$ cat src/srw_pkg.sv
/*
 package for the supply/reset/watchdog supervisor: timing figures,
 derived cycle counts, debounce default, state and carrier types.
 assumes a 100 MHz core clock.
*/
package srw_pkg;

   localparam int CLK_MHZ = 100;
   // reset timeout, chosen from the selectable range, in microseconds
   localparam int RESET_TIMEOUT_US = 1120;
   localparam int WD_LONG_S = 35;
   localparam int WD_NORMAL_MS = 1120;
   localparam int DEBOUNCE_US = 1000;
   localparam int SYNC_STAGES = 2;
   localparam int CNT_W = 32;

   localparam longint RESET_TIMEOUT_CYC = longint'(RESET_TIMEOUT_US) * CLK_MHZ;
   localparam longint WD_LONG_CYC = longint'(WD_LONG_S) * 1000000 * CLK_MHZ;
   localparam longint WD_NORMAL_CYC = longint'(WD_NORMAL_MS) * 1000 * CLK_MHZ;
   localparam longint DEBOUNCE_CYC = longint'(DEBOUNCE_US) * CLK_MHZ;

   typedef enum logic [1:0] {
      SRW_WD_OFF,
      SRW_WD_LONG,
      SRW_WD_NORMAL
   } srw_wd_mode_type;

   // raw comparator and pin levels, all treated as asynchronous
   typedef struct packed {
      logic primary_supply_ok;
      logic secondary_supply_ok;
      logic aux_monitor_in;
      logic powerfail_sense_in;
      logic manual_reset_n;
      logic wd_kick_in;
   } srw_inputs_type;

   // synchroniser reset levels: supplies and references good, no press, kick low
   localparam srw_inputs_type SYNC_IDLE = '{
      primary_supply_ok: 1'b1,
      secondary_supply_ok: 1'b1,
      aux_monitor_in: 1'b1,
      powerfail_sense_in: 1'b1,
      manual_reset_n: 1'b1,
      wd_kick_in: 1'b0
   };

   localparam int IN_W = $bits(srw_inputs_type);

endpackage : srw_pkg

$ cat src/srw_supervisor.sv
/*
 reset supervisor: combines undervoltage, manual reset and dual-mode
 watchdog into stretched reset outputs, plus an unstretched power-fail
 warning. assumes comparator results arrive as asynchronous levels.
*/
`timescale 1ns/1ps
module srw_supervisor
   import srw_pkg::*;
#(
   parameter longint RESET_TIMEOUT = srw_pkg::RESET_TIMEOUT_CYC,
   parameter longint WD_LONG = srw_pkg::WD_LONG_CYC,
   parameter longint WD_NORMAL = srw_pkg::WD_NORMAL_CYC,
   parameter longint DEBOUNCE = srw_pkg::DEBOUNCE_CYC
) (
   input wire logic i_core_clk,
   input wire logic i_rst_n,
   input wire srw_pkg::srw_inputs_type i_pins,
   input wire logic i_wd_disable,
   output logic o_first_reset_out_n,
   output logic o_second_reset_out_n,
   output logic o_reset_out,
   output logic o_powerfail_warn_n
);
   import srw_pkg::*;

   localparam logic [CNT_W-1:0] RST_TERM = CNT_W'(RESET_TIMEOUT - 1);
   localparam logic [CNT_W-1:0] LONG_TERM = CNT_W'(WD_LONG - 1);
   localparam logic [CNT_W-1:0] NORM_TERM = CNT_W'(WD_NORMAL - 1);
   localparam logic [CNT_W-1:0] DEB_TERM = CNT_W'(DEBOUNCE - 1);
   localparam logic [CNT_W-1:0] CNT_ZERO = 32'h0000_0000;
   localparam logic [CNT_W-1:0] CNT_ONE = 32'h0000_0001;
   localparam longint CNT_LIMIT = longint'(1) << CNT_W;

   // every terminal count must fit the CNT_W-bit counters
   if (RESET_TIMEOUT < 1 || WD_LONG < 2 || WD_NORMAL < 2 || DEBOUNCE < 1)
   begin : g_count_small
      $error("srw_supervisor: counts too small");
   end
   if (WD_LONG > CNT_LIMIT || WD_NORMAL > CNT_LIMIT || RESET_TIMEOUT > CNT_LIMIT
       || DEBOUNCE > CNT_LIMIT)
   begin : g_count_wide
      $error("srw_supervisor: counts exceed counter width");
   end

   // >= so a counter can never run past its end and wrap
   function automatic logic at_term(input logic [CNT_W-1:0] cnt,
                                    input logic [CNT_W-1:0] term);
      at_term = (cnt >= term);
   endfunction : at_term

   srw_inputs_type pins_s;
   logic wd_prev;
   logic mr_low;
   logic [CNT_W-1:0] deb_cnt;
   logic uv_cause;
   logic cause;
   logic rst_active;
   logic [CNT_W-1:0] rst_cnt;
   srw_wd_mode_type wd_mode;
   logic [CNT_W-1:0] wd_cnt;
   logic wd_edge;
   logic wd_expire;
   logic wd_fire;

   // safe idle levels: supplies good, pins high, kick low
   srw_sync #(
      .WIDTH(IN_W),
      .STAGES(SYNC_STAGES),
      .RESET_VALUE(SYNC_IDLE)
   ) u_sync (
      .i_core_clk(i_core_clk),
      .i_rst_n(i_rst_n),
      .i_async(i_pins),
      .o_sync(pins_s)
   );

   // manual reset debounce: a low must stand DEBOUNCE cycles to count,
   // release is taken at once so a bounce on release just reopens a press
   always_ff @(posedge i_core_clk)
   begin
      if (!i_rst_n)
      begin
         deb_cnt <= CNT_ZERO;
         mr_low <= 1'b0;
      end
      else if (pins_s.manual_reset_n)
      begin
         deb_cnt <= CNT_ZERO;
         mr_low <= 1'b0;
      end
      else if (at_term(deb_cnt, DEB_TERM))
         mr_low <= 1'b1;
      else
         deb_cnt <= deb_cnt + CNT_ONE;
   end

   assign uv_cause = !pins_s.primary_supply_ok || !pins_s.secondary_supply_ok
                     || !pins_s.aux_monitor_in;
   assign cause = uv_cause || mr_low || wd_fire;

   // stretch counter; any live cause pins it at zero
   always_ff @(posedge i_core_clk)
   begin
      if (!i_rst_n)
      begin
         rst_active <= 1'b1;
         rst_cnt <= CNT_ZERO;
      end
      else if (cause)
      begin
         rst_active <= 1'b1;
         rst_cnt <= CNT_ZERO;
      end
      else if (rst_active)
      begin
         if (at_term(rst_cnt, RST_TERM))
            rst_active <= 1'b0;
         else
            rst_cnt <= rst_cnt + CNT_ONE;
      end
   end

   assign o_first_reset_out_n = !rst_active;
   assign o_second_reset_out_n = !rst_active;
   assign o_reset_out = rst_active;

   // watchdog
   always_ff @(posedge i_core_clk)
   begin
      if (!i_rst_n)
         wd_prev <= SYNC_IDLE.wd_kick_in;
      else
         wd_prev <= pins_s.wd_kick_in;
   end

   assign wd_edge = (pins_s.wd_kick_in != wd_prev);
   assign wd_expire = (wd_mode == SRW_WD_LONG && at_term(wd_cnt, LONG_TERM))
                      || (wd_mode == SRW_WD_NORMAL && at_term(wd_cnt, NORM_TERM));
   assign wd_fire = wd_expire && !i_wd_disable;

   // reset held: park in long mode with a cleared count, so every reset
   // event (supply, manual, watchdog) restarts the long boot allowance
   always_ff @(posedge i_core_clk)
   begin
      if (!i_rst_n)
      begin
         wd_mode <= SRW_WD_OFF;
         wd_cnt <= CNT_ZERO;
      end
      else if (i_wd_disable)
      begin
         wd_mode <= SRW_WD_OFF;
         wd_cnt <= CNT_ZERO;
      end
      else if (rst_active)
      begin
         wd_mode <= SRW_WD_LONG;
         wd_cnt <= CNT_ZERO;
      end
      else
      begin
         case (wd_mode)
            SRW_WD_OFF:
            begin
               wd_mode <= SRW_WD_LONG;
               wd_cnt <= CNT_ZERO;
            end
            SRW_WD_LONG, SRW_WD_NORMAL:
            begin
               if (wd_edge)
               begin
                  wd_mode <= SRW_WD_NORMAL;
                  wd_cnt <= CNT_ZERO;
               end
               else if (!wd_expire)
                  wd_cnt <= wd_cnt + CNT_ONE;
            end
            default:
            begin
               wd_mode <= SRW_WD_LONG;
               wd_cnt <= CNT_ZERO;
            end
         endcase
      end
   end

   // registered so the warning is a clean flop output
   always_ff @(posedge i_core_clk)
   begin
      if (!i_rst_n)
         o_powerfail_warn_n <= 1'b1;
      else
         o_powerfail_warn_n <= pins_s.powerfail_sense_in;
   end

   property p_uv_asserts;
      @(posedge i_core_clk) disable iff (!i_rst_n)
      uv_cause |=> rst_active;
   endproperty
   a_uv_asserts: assert property (p_uv_asserts)
      else $error("undervoltage did not assert reset");

   property p_stretch;
      @(posedge i_core_clk) disable iff (!i_rst_n)
      $fell(cause) |-> rst_active && rst_cnt == CNT_ZERO;
   endproperty
   a_stretch: assert property (p_stretch)
      else $error("reset stretch did not start at zero");

   property p_restart;
      @(posedge i_core_clk) disable iff (!i_rst_n)
      (rst_active && rst_cnt != CNT_ZERO && uv_cause) |=> rst_cnt == CNT_ZERO;
   endproperty
   a_restart: assert property (p_restart)
      else $error("timeout did not restart");

   property p_release;
      @(posedge i_core_clk) disable iff (!i_rst_n)
      $fell(rst_active) |-> $past(rst_cnt) == RST_TERM;
   endproperty
   a_release: assert property (p_release)
      else $error("reset released early");

   property p_mr_hold;
      @(posedge i_core_clk) disable iff (!i_rst_n)
      mr_low |=> rst_active;
   endproperty
   a_mr_hold: assert property (p_mr_hold)
      else $error("manual reset not held");

   property p_debounce;
      @(posedge i_core_clk) disable iff (!i_rst_n)
      $rose(mr_low) |-> $past(!pins_s.manual_reset_n)
         && $past(deb_cnt) == DEB_TERM;
   endproperty
   a_debounce: assert property (p_debounce)
      else $error("manual reset taken without stable low");

   property p_polarity;
      @(posedge i_core_clk) disable iff (!i_rst_n)
      o_reset_out != o_first_reset_out_n && o_first_reset_out_n == o_second_reset_out_n;
   endproperty
   a_polarity: assert property (p_polarity)
      else $error("reset outputs disagree");

   property p_wd_fire;
      @(posedge i_core_clk) disable iff (!i_rst_n)
      // the watchdog block only sees the raised reset one edge later
      wd_fire |=> rst_active ##1 (wd_mode == SRW_WD_LONG && wd_cnt == CNT_ZERO);
   endproperty
   a_wd_fire: assert property (p_wd_fire)
      else $error("watchdog expiry did not reset");

   property p_wd_disable;
      @(posedge i_core_clk) disable iff (!i_rst_n)
      i_wd_disable |=> wd_mode == SRW_WD_OFF && !wd_fire;
   endproperty
   a_wd_disable: assert property (p_wd_disable)
      else $error("disabled watchdog fired");

   property p_wd_normal;
      @(posedge i_core_clk) disable iff (!i_rst_n)
      (wd_mode == SRW_WD_LONG && wd_edge && !rst_active && !i_wd_disable)
         |=> wd_mode == SRW_WD_NORMAL && wd_cnt == CNT_ZERO;
   endproperty
   a_wd_normal: assert property (p_wd_normal)
      else $error("first kick did not enter normal mode");

   property p_pfo;
      @(posedge i_core_clk) disable iff (!i_rst_n)
      ##1 o_powerfail_warn_n == $past(pins_s.powerfail_sense_in);
   endproperty
   a_pfo: assert property (p_pfo)
      else $error("power-fail output not following input");

   c_uv_cycle: cover property (@(posedge i_core_clk) disable iff (!i_rst_n)
      $fell(rst_active) ##[1:20] uv_cause);
   c_mr_press: cover property (@(posedge i_core_clk) disable iff (!i_rst_n)
      $rose(mr_low));
   c_wd_normal: cover property (@(posedge i_core_clk) disable iff (!i_rst_n)
      $rose(wd_mode == SRW_WD_NORMAL));
   c_wd_fire: cover property (@(posedge i_core_clk) disable iff (!i_rst_n)
      wd_fire);
   c_restart: cover property (@(posedge i_core_clk) disable iff (!i_rst_n)
      rst_active && rst_cnt != CNT_ZERO && uv_cause);

endmodule : srw_supervisor

$ cat src/srw_sync.sv
/*
 multi-stage synchroniser for a vector of asynchronous levels.
 assumes a single clock; the output is the last stage only.
*/
`timescale 1ns/1ps
module srw_sync #(
   parameter int WIDTH = 6,
   parameter int STAGES = 2,
   parameter logic [WIDTH-1:0] RESET_VALUE = '1
) (
   input wire logic i_core_clk,
   input wire logic i_rst_n,
   input wire logic [WIDTH-1:0] i_async,
   output logic [WIDTH-1:0] o_sync
);

   logic [WIDTH-1:0] stage [STAGES];

   if (STAGES < 2)
   begin : g_stages_check
      $error("srw_sync needs at least two stages");
   end

   always_ff @(posedge i_core_clk)
   begin
      if (!i_rst_n)
      begin
         for (int k = 0; k < STAGES; k++)
            stage[k] <= RESET_VALUE;
      end
      else
      begin
         stage[0] <= i_async;
         for (int k = 1; k < STAGES; k++)
            stage[k] <= stage[k-1];
      end
   end

   assign o_sync = stage[STAGES-1];

endmodule : srw_sync

$ cat config.mk
export PLATFORM = sky130hd
export DESIGN_NAME = srw_supervisor
export DESIGN_NICKNAME = d
export VERILOG_FILES = /design/src/srw_pkg.sv /design/src/srw_supervisor.sv /design/src/srw_sync.sv
export SDC_FILE = /design/constraint.sdc
export NUM_CORES = 1
export LEC_CHECK = 0
export BUFFER_PORTS_ARGS = -buffer_cell sky130_fd_sc_hd__buf_2
export CAP_MARGIN = 30
export CORE_AREA = 2 2 129 131
export CTS_CLUSTER_DIAMETER = 200
export CTS_CLUSTER_SIZE = 24
export DETAILED_ROUTE_END_ITERATION = 8
export DIE_AREA = 0 0 131 133
export PLACE_DENSITY = 0.48
export SLEW_MARGIN = 10
export SYNTH_ARGS = -nofsm -noshare
export SYNTH_HDL_FRONTEND = slang
export SYNTH_SLANG_ARGS = --single-unit
export TNS_END_PERCENT = 10
$ cat constraint.sdc
create_clock -name i_core_clk -period 4.5 [get_ports i_core_clk]
set_input_delay 0.225 -clock i_core_clk [delete_from_list [all_inputs] [get_ports i_core_clk]]
set_output_delay 0.225 -clock i_core_clk [all_outputs]
set_load 0.01 [all_outputs]
==> results.txt, run 1 <==
The run finished with clean final reports. The tools report the synthesis warning total as 0. The run gives 50 as the distinct cell type count of the synthesized netlist. The worst setup path is captured at a flop. Counting the fill cells in the layout gives 1638. On the critical path, the stage with the largest delay is an instance of o31a_1. The tree is rooted in a clkbuf_16. The die covers 17400 um2. The highest layer used for signal routing was met4.

The largest area contributor in the netlist is dfxtp_1. The worst path meets setup with 1.58 ns of slack. The post-cts gate resize count is 0, and the detail-routed net length per standard cell is 12.2 um. Counting the buffers created by CTS gives 17. The post-synthesis cell count was 519; the deepest level of the CTS H-tree was 4.

By startpoint and endpoint, the worst setup path is classified as flop to flop. The transition time of the tightest slew-check pin came out at 0.883 ns. The library cell used most frequently in the layout, excluding fill and tap cells, is dfxtp_1. The I/O pin count is 13, and the required time of the worst setup path is 4.85 ns. The met2 routed wirelength is 4300 um, and the adder and majority gate portion of the synthesized area is 1.33%.

0 antenna diodes ended up in the layout. For this run, the slowest stage of the critical path takes 0.73 ns. In the synthesized netlist, mux cells make up 0.850% of the area. Detailed routing inserted a total of 3584 vias.

The first global-routing pass estimated 16300 um of wire. For the first-pass iteration count of the detailed router, the log shows 4. The most used flip-flop cell after synthesis is dfxtp_1.

Routed via count divided by cell count: 4.65. After synthesis, the largest family of logic cells by area is simple AND/OR/NAND/NOR gates. The element type at the critical path start is a flop. For this run the aggregate overflow at the end of global routing stands at 0. For flop-to-flop paths, the worst setup slack is 1.58 ns. Summed over all failing endpoints, the final setup total negative slack is 0 ns. The number of antenna violations at the first check in global routing was 0; the worst slew slack as a fraction of its limit was 41.1%.

On the final layout, the worst clock skew is 0.00649 ns. Summing the areas of all compound-gate instances in the mapped netlist gives 7.57% of the synthesized area. The number of global-route vias before repair is 3475. In this run, the number of DRC markers left after iteration 0 of detailed routing was 185. The routed design uses 384 um of met3 wire.

Number of buffers added to fix hold violations after cts: 6. The congestion estimate from routability-driven global placement came to 0.831. Setup repair after global routing left no endpoint under its margin.

The final antenna-violating net count is 0. The smallest clock period supported by the final layout is computed as 2.92 ns. Together, buffers and inverters on the worst path number 0. The number of hold-slack violations in the final timing report is 0, and the clock transition at the registers of the reported paths is 0.05 ns. The horizontal extent of the die was 131 um. The region available for standard cell placement spans 16200 um2. The top cell types in the final layout, fill and taps aside, are dfxtp_1, nor2_1, nand3_1.

The area growth from synthesis to final layout is 19.4%. The peak supply drop is 252 uV, and the final clock period utilization by the worst path is 64.9%. Estimated wirelength of the detail-placed design: 6240 um. For the post-synthesis cell area, the log shows 4710 um2. The clock latency of the later-clocked register in the worst-skew pair came out at 0.41 ns. The initialized floorplan defines 47 standard-cell rows.

The number of sinks handled by clock tree synthesis came out at 114. The tools report the net count after synthesis as 533. Post-CTS timing repair inserted 0 buffers for setup. In the synthesized netlist the async set-or-reset flop fraction comes to 0%.

The post-synthesis register bit count was 114. The family with the most delay on the worst path was compound AO/OA/AOI/OAI gates. The initial core utilization is 29.1%. The worst hold path belongs to the class primary input to flop. The leakage power total came out at 1.96 nW. Number of enable-type register cells in the synthesized netlist: 0. Top achievable clock speed: 0.342 GHz. During placement, the flow inserted port buffers numbering 12.

The run gives 0 as the final-report setup violation count. The data arrival at the endpoint of the critical path was 3.27 ns; the final-report max-slew violation count was 0. The post-place setup slack is 1.56 ns, and the worst-path maximum fanout is 22.

The fraction of the yosys area taken by sequential cells is 48.4%, and the buffer depth of the longest clock path is 2. Each instance of the synthesized netlist takes up on average 9.08 um2. In the final design database the tool counted 551 nets.

Summing the areas of all xor and xnor instances in the mapped netlist gives 8.18% of the synthesized area. For this run, design rule violations remaining after detail routing come to 0. Cells with a size suffix above 1 make up 9.82% of the layout. In the post-synthesis netlist, the biggest area contributors are dfxtp_1, xor2_1, and2_1. Wires add up to 9430 um.

The signal on the critical path passes through or2_0, or4_1, a21oi_1, o31a_1, nand2_2, a21boi_2, and2_1. The tool flagged a number of max-cap violations equal to 0. The detailed-routing wirelength on met1 came out at 4630 um. In this run the power density over the cells is 429 nW/um2. Entering global routing, the biggest net connects 31 pins. TritonCTS built the clock tree. The floorplan step set the die height to 133 um.

Simple logic cell fraction of the synthesized area: 30.7%. In this run the biggest area consumer among cell types represents 48.4% of the synthesized area. The overall global routing resource usage was 11.9%.
path summary, 6_finish.rpt:
check,depth (start not counted),end,from
min reg2reg,1,u_sync.stage[0][8],u_sync.stage[0][2]
min,2,u_sync.stage[0][1],i_rst_n
max,7,rst_cnt[21],wd_cnt[27]
max reg2reg,7,rst_cnt[21],wd_cnt[27]
sequential cells by signal, summed over array words and instances (netlist names):
| name | count |
|---|---|
| wd_cnt | 32 |
| o_reset_out | 1 |
| u_sync.stage | 12 |
| wd_mode | 2 |
| o_powerfail_warn_n | 1 |
| wd_prev | 1 |
| mr_low | 1 |
| rst_cnt | 32 |
| deb_cnt | 32 |
logic make-up after synthesis:
kind of cell	count (synthesis)
simple gates	266
flops	114
compound gates	56
xor+xnor	44
buf+inv	30
fa+ha+maj	5
mux	4
layout make-up:
class | count | area, um2 | area share (%)
Multi-Input combinational cell | 375 | 2290 | 40.7
Clock buffer | 25 | 515 | 9.17
Tap cell | 220 | 275 | 4.89
Timing Repair Buffer | 19 | 128 | 2.27
Inverter | 10 | 37.5 | 0.667
Clock inverter | 7 | 96.3 | 1.71
Sequential cell | 114 | 2280 | 40.6
routing by layer:
metal	global-route usage [%]	up-vias
met5	0	-
met4	5.14	0
met3	4.37	8
met2	17.4	53
met1	15.7	1669
li1	-	1854
cell usage after synthesis, types with 2 or more instances:
cell,instances
o211ai_1,2
nor3_1,9
nand4_1,22
or4_1,4
buf_6,2
dfxtp_1,114
inv_1,10
a21oi_1,22
a31o_2,2
buf_2,3
nor4_1,10
nor2_1,60
nor2b_1,3
o31ai_1,2
ha_1,5
o31a_1,2
or3_1,17
clkbuf_1,12
mux2i_1,4
nand3_1,39
xor2_1,33
nand2_1,22
and3_1,11
nand2b_1,15
buf_4,2
o21ai_0,15
and2_1,37
xnor2_1,11
nor4b_1,2
and4_1,7
where the power goes:
group	leakage, nW	internal [mW]	switching (mW)	total [mW]
sequential	0.922	1.02	0.00325	1.02
clock	0.292	0.903	0.452	1.35
combinational	0.746	0.0145	0.0188	0.0333
through the flow:
| step | util (%) | power [mW] | cells | hold WS, ns | area, um2 |
|---|---|---|---|---|---|
| after floorplan | - | 1.06 | 519 | 0.298 | 4710 |
| after global placement | 30.6 | 1.07 | 732 | 0.393 | 4950 |
| after detailed placement | 30.6 | 1.07 | 732 | 0.396 | 4950 |
| after CTS | 34.8 | 2.45 | 770 | 0.141 | 5620 |
| after global routing | 34.8 | 2.50 | 770 | 0.167 | 5620 |
| final | 34.8 | 2.41 | 770 | 0.153 | 5620 |
worst reg2reg max path, cell delays in order (launching register included):
cell      delay [ns]
dfxtp_1         0.34
or2_0           0.23
or4_1           0.43
a21oi_1         0.14
o31a_1          0.73
nand2_2         0.27
a21boi_2        0.51
and2_1          0.22
(Power assumes the default switching activity.)
==> run 2, diff against run 1 <==
==> constraint.sdc (replaced) <==
create_clock -name i_core_clk -period 3.06 [get_ports i_core_clk]
set_input_delay 0.153 -clock i_core_clk [delete_from_list [all_inputs] [get_ports i_core_clk]]
set_output_delay 0.153 -clock i_core_clk [all_outputs]
set_load 0.01 [all_outputs]
==> run 2 against run 1 <==
Against the previous run: critical path depth did not move; setup slack worse by 1.2 ns; global-route usage decreased by 0.24 points; first-iteration DRC count is 15% lower; sequential power is 47% higher; critical endpoint is now rst_cnt[27]; largest cell class unchanged; largest power group unchanged.
==> results.txt, run 2 (synthesized netlist as in run 1, its figures left out) <==
The ratio of cells with drive above 1 in the final layout came out at 10.3%. The number of nets at the end of the flow was 555. The largest registers in the layout are deb_cnt: 32 flops, rst_cnt: 32 flops, wd_cnt: 32 flops.

The number of antenna violations at the first check in global routing was 0. In this run, the clock network consumes 54.9% of the power. The congestion estimate from routability-driven global placement came to 0.828. Path type of the worst min-delay path: primary input to flop. The run gives 4 as the deepest level of the CTS H-tree. The post-route minimum period came out at 2.69 ns.

TritonCTS built the clock tree. Of all nets on the critical path, the largest fanout is 22. The depth of the worst register-to-register path was 7; the detail-routed net length per standard cell was 12.0 um. Final-report max-slew violation count: 0. For the global-route wire length before repair, the log shows 16000 um. After global routing the overflow that remains totals 0. The detailed router placed 3631 vias in this run.

The final antenna-violating net count is 0, and the buffers inserted during post-CTS setup optimization is 0. Largest stage delay on the critical path: 0.48 ns. For the overall global routing resource usage, the log shows 11.7%. The peak supply drop was 331 uV. The vertical extent of the die is 133 um, and the clock transition at the registers of the reported paths is 0.06 ns. At the pin with the least slew margin, the transition time is 0.723 ns. For the number of placed instances, taps included, the log shows 736. The flow ran to the end, and the final reports show no timing, DRC or antenna violations. Slowest cell on the critical path: a21boi_2. In this run the power density over the cells is 614 nW/um2. The logs give 0.0728 ns for the worst hold slack and 6 for the number of buffers added to fix hold violations after cts. The final-layout fill cell count came out at 1657.

In the layout the commonest cells are dfxtp_1, nor2_1, nand3_1. Summed over all cells, the static leakage comes to 1.96 nW. The total CTS buffers came out at 17. The number of sinks handled by clock tree synthesis was 114. The number of standard cells in the layout, taps in and fillers out was 773. Setup repair after global routing left no endpoint under its margin.

The horizontal extent of the die was 131 um; the final clock period utilization by the worst path was 87.9%. Between clock sinks in the finished design, the worst skew comes to 0.00979 ns. The tools report the number of global-route vias before repair as 3470. STA classifies the critical path endpoint as a flop. Compared with the post-synthesis result, the final layout area differs by 19.1%.

The sequential group share of total power was 43.6%. The estimated wirelength of the detail-placed design was 6320 um. The type of the worst setup path is flop to flop. Walking the worst path, the cells encountered are and3_1, or4_1, o31ai_1, o41a_2, nand2_2, a21boi_2, and2_1.

The tool flagged a number of max-cap violations equal to 0. Clock tree synthesis selected as its root buffer the cell clkbuf_16. Leaving out fill and tap cells, the most frequent cell in the layout is dfxtp_1. The tools report the I/O pin count as 13. For the combinational fraction of design power, the log shows 1.4%. The kind of cell with the highest combined delay along the critical path is compound AO/OA/AOI/OAI gates. The tools report the top achievable clock speed as 0.372 GHz. The number of hold-slack violations in the final timing report is 0. After floorplanning, the core was divided into 47 placement rows. Measured against its own limit, the worst slew margin works out to 51.7%. Hold-critical path depth: 2. The worst setup path is launched from a flop. Initial core utilization: 29.1%. The tools report the final total negative setup slack as 0 ns.

The data arrival at the endpoint of the critical path is 3.05 ns. The switching power was 698 uW; the internal power was 2.75 mW. The run gives 17400 um2 as the area of the die. The total of buffers placed on input and output ports is 12, and the instance count on the critical path is 7. After detailed routing, the number of vias per cell comes to 4.70. The final-report setup violation count is 0. The first routing iteration left 157 violations. The post-cts gate resize count was 0.

The final layout contains routed wiring with a total length of 9300 um. The number of antenna diodes in the final layout is 0. The maximum number of pins on one net before global-route repair is 31, and the required time of the worst setup path is 3.42 ns. The number of buffers and inverters on the critical path is 0.

The clock reaches the later pin of the worst-skew pair after 0.42 ns. The first-pass iteration count of the detailed router was 4. In this run switching power makes up 20.3% of total power.

The count of unresolved DRC violations after routing is 0. The longest clock path from root to sink contains 2 buffers. The total area inside the core boundary comes to 16200 um2.
run 2: cell types whose count changed in the layout (fill, tap and decap cells not counted), sizes merged:
cell / change
buf: +4
clkbuf: -4
clkinv: +2
clkinvlp: +1
run 2: per-stage QoR:
stage	worst slack [ns]	power, mW	util (%)	cell area (um2)
4_1_cts	0.348	3.50	34.7	5610
5_1_grt	0.0791	3.58	34.7	5610
3_5_place_dp	0.361	1.58	30.8	4980
2_1_floorplan	0.748	1.56	-	4710
3_3_place_gp	0.463	1.58	30.8	4980
6_report	0.370	3.44	34.7	5610
run 2: worst register-to-register path, stage by stage, from the launching register on:
cell,delay (ns)
dfxtp_1,0.35
and3_1,0.23
or4_1,0.47
o31ai_1,0.25
o41a_2,0.44
nand2_2,0.21
a21boi_2,0.48
and2_1,0.20
run 2: path summary, 6_finish.rpt:
kind                                         start            endpoint  slack (ns)
worst min-delay path                       i_rst_n  u_sync.stage[0][2]        0.07
worst max register to register          wd_cnt[25]         rst_cnt[27]        0.37
worst min register to register  u_sync.stage[0][3]  u_sync.stage[0][9]        0.41
worst max-delay path                    wd_cnt[25]         rst_cnt[27]        0.37
run 2: layout make-up:
class,instances,area (um2),share of cell area (%)
clock inverter,10,110,1.96
timing repair buffer,23,158,2.81
inverter,10,37.5,0.669
multi-input combinational,375,2290,40.8
sequential,114,2280,40.7
tap,220,275,4.90
clock buffer,21,460,8.20
run 2: metal layers:
layer  up-vias  wire (um)  global-route usage [%]
li1       1864          -                       -
met1      1683       4490                    15.0
met2        64       4190                    17.2
met3        20        437                    4.49
met4         0        180                    5.32
met5         -          0                       0
run 2: power by group through the flow:
stage	logic, mW	clock network [mW]	registers (mW)
after floorplan	0.0316	0	1.53
final	0.0496	1.89	1.50
after global routing	0.0572	2.02	1.50
after CTS	0.0514	1.95	1.50
after global placement	0.0429	0	1.53
after detailed placement	0.0452	0	1.53
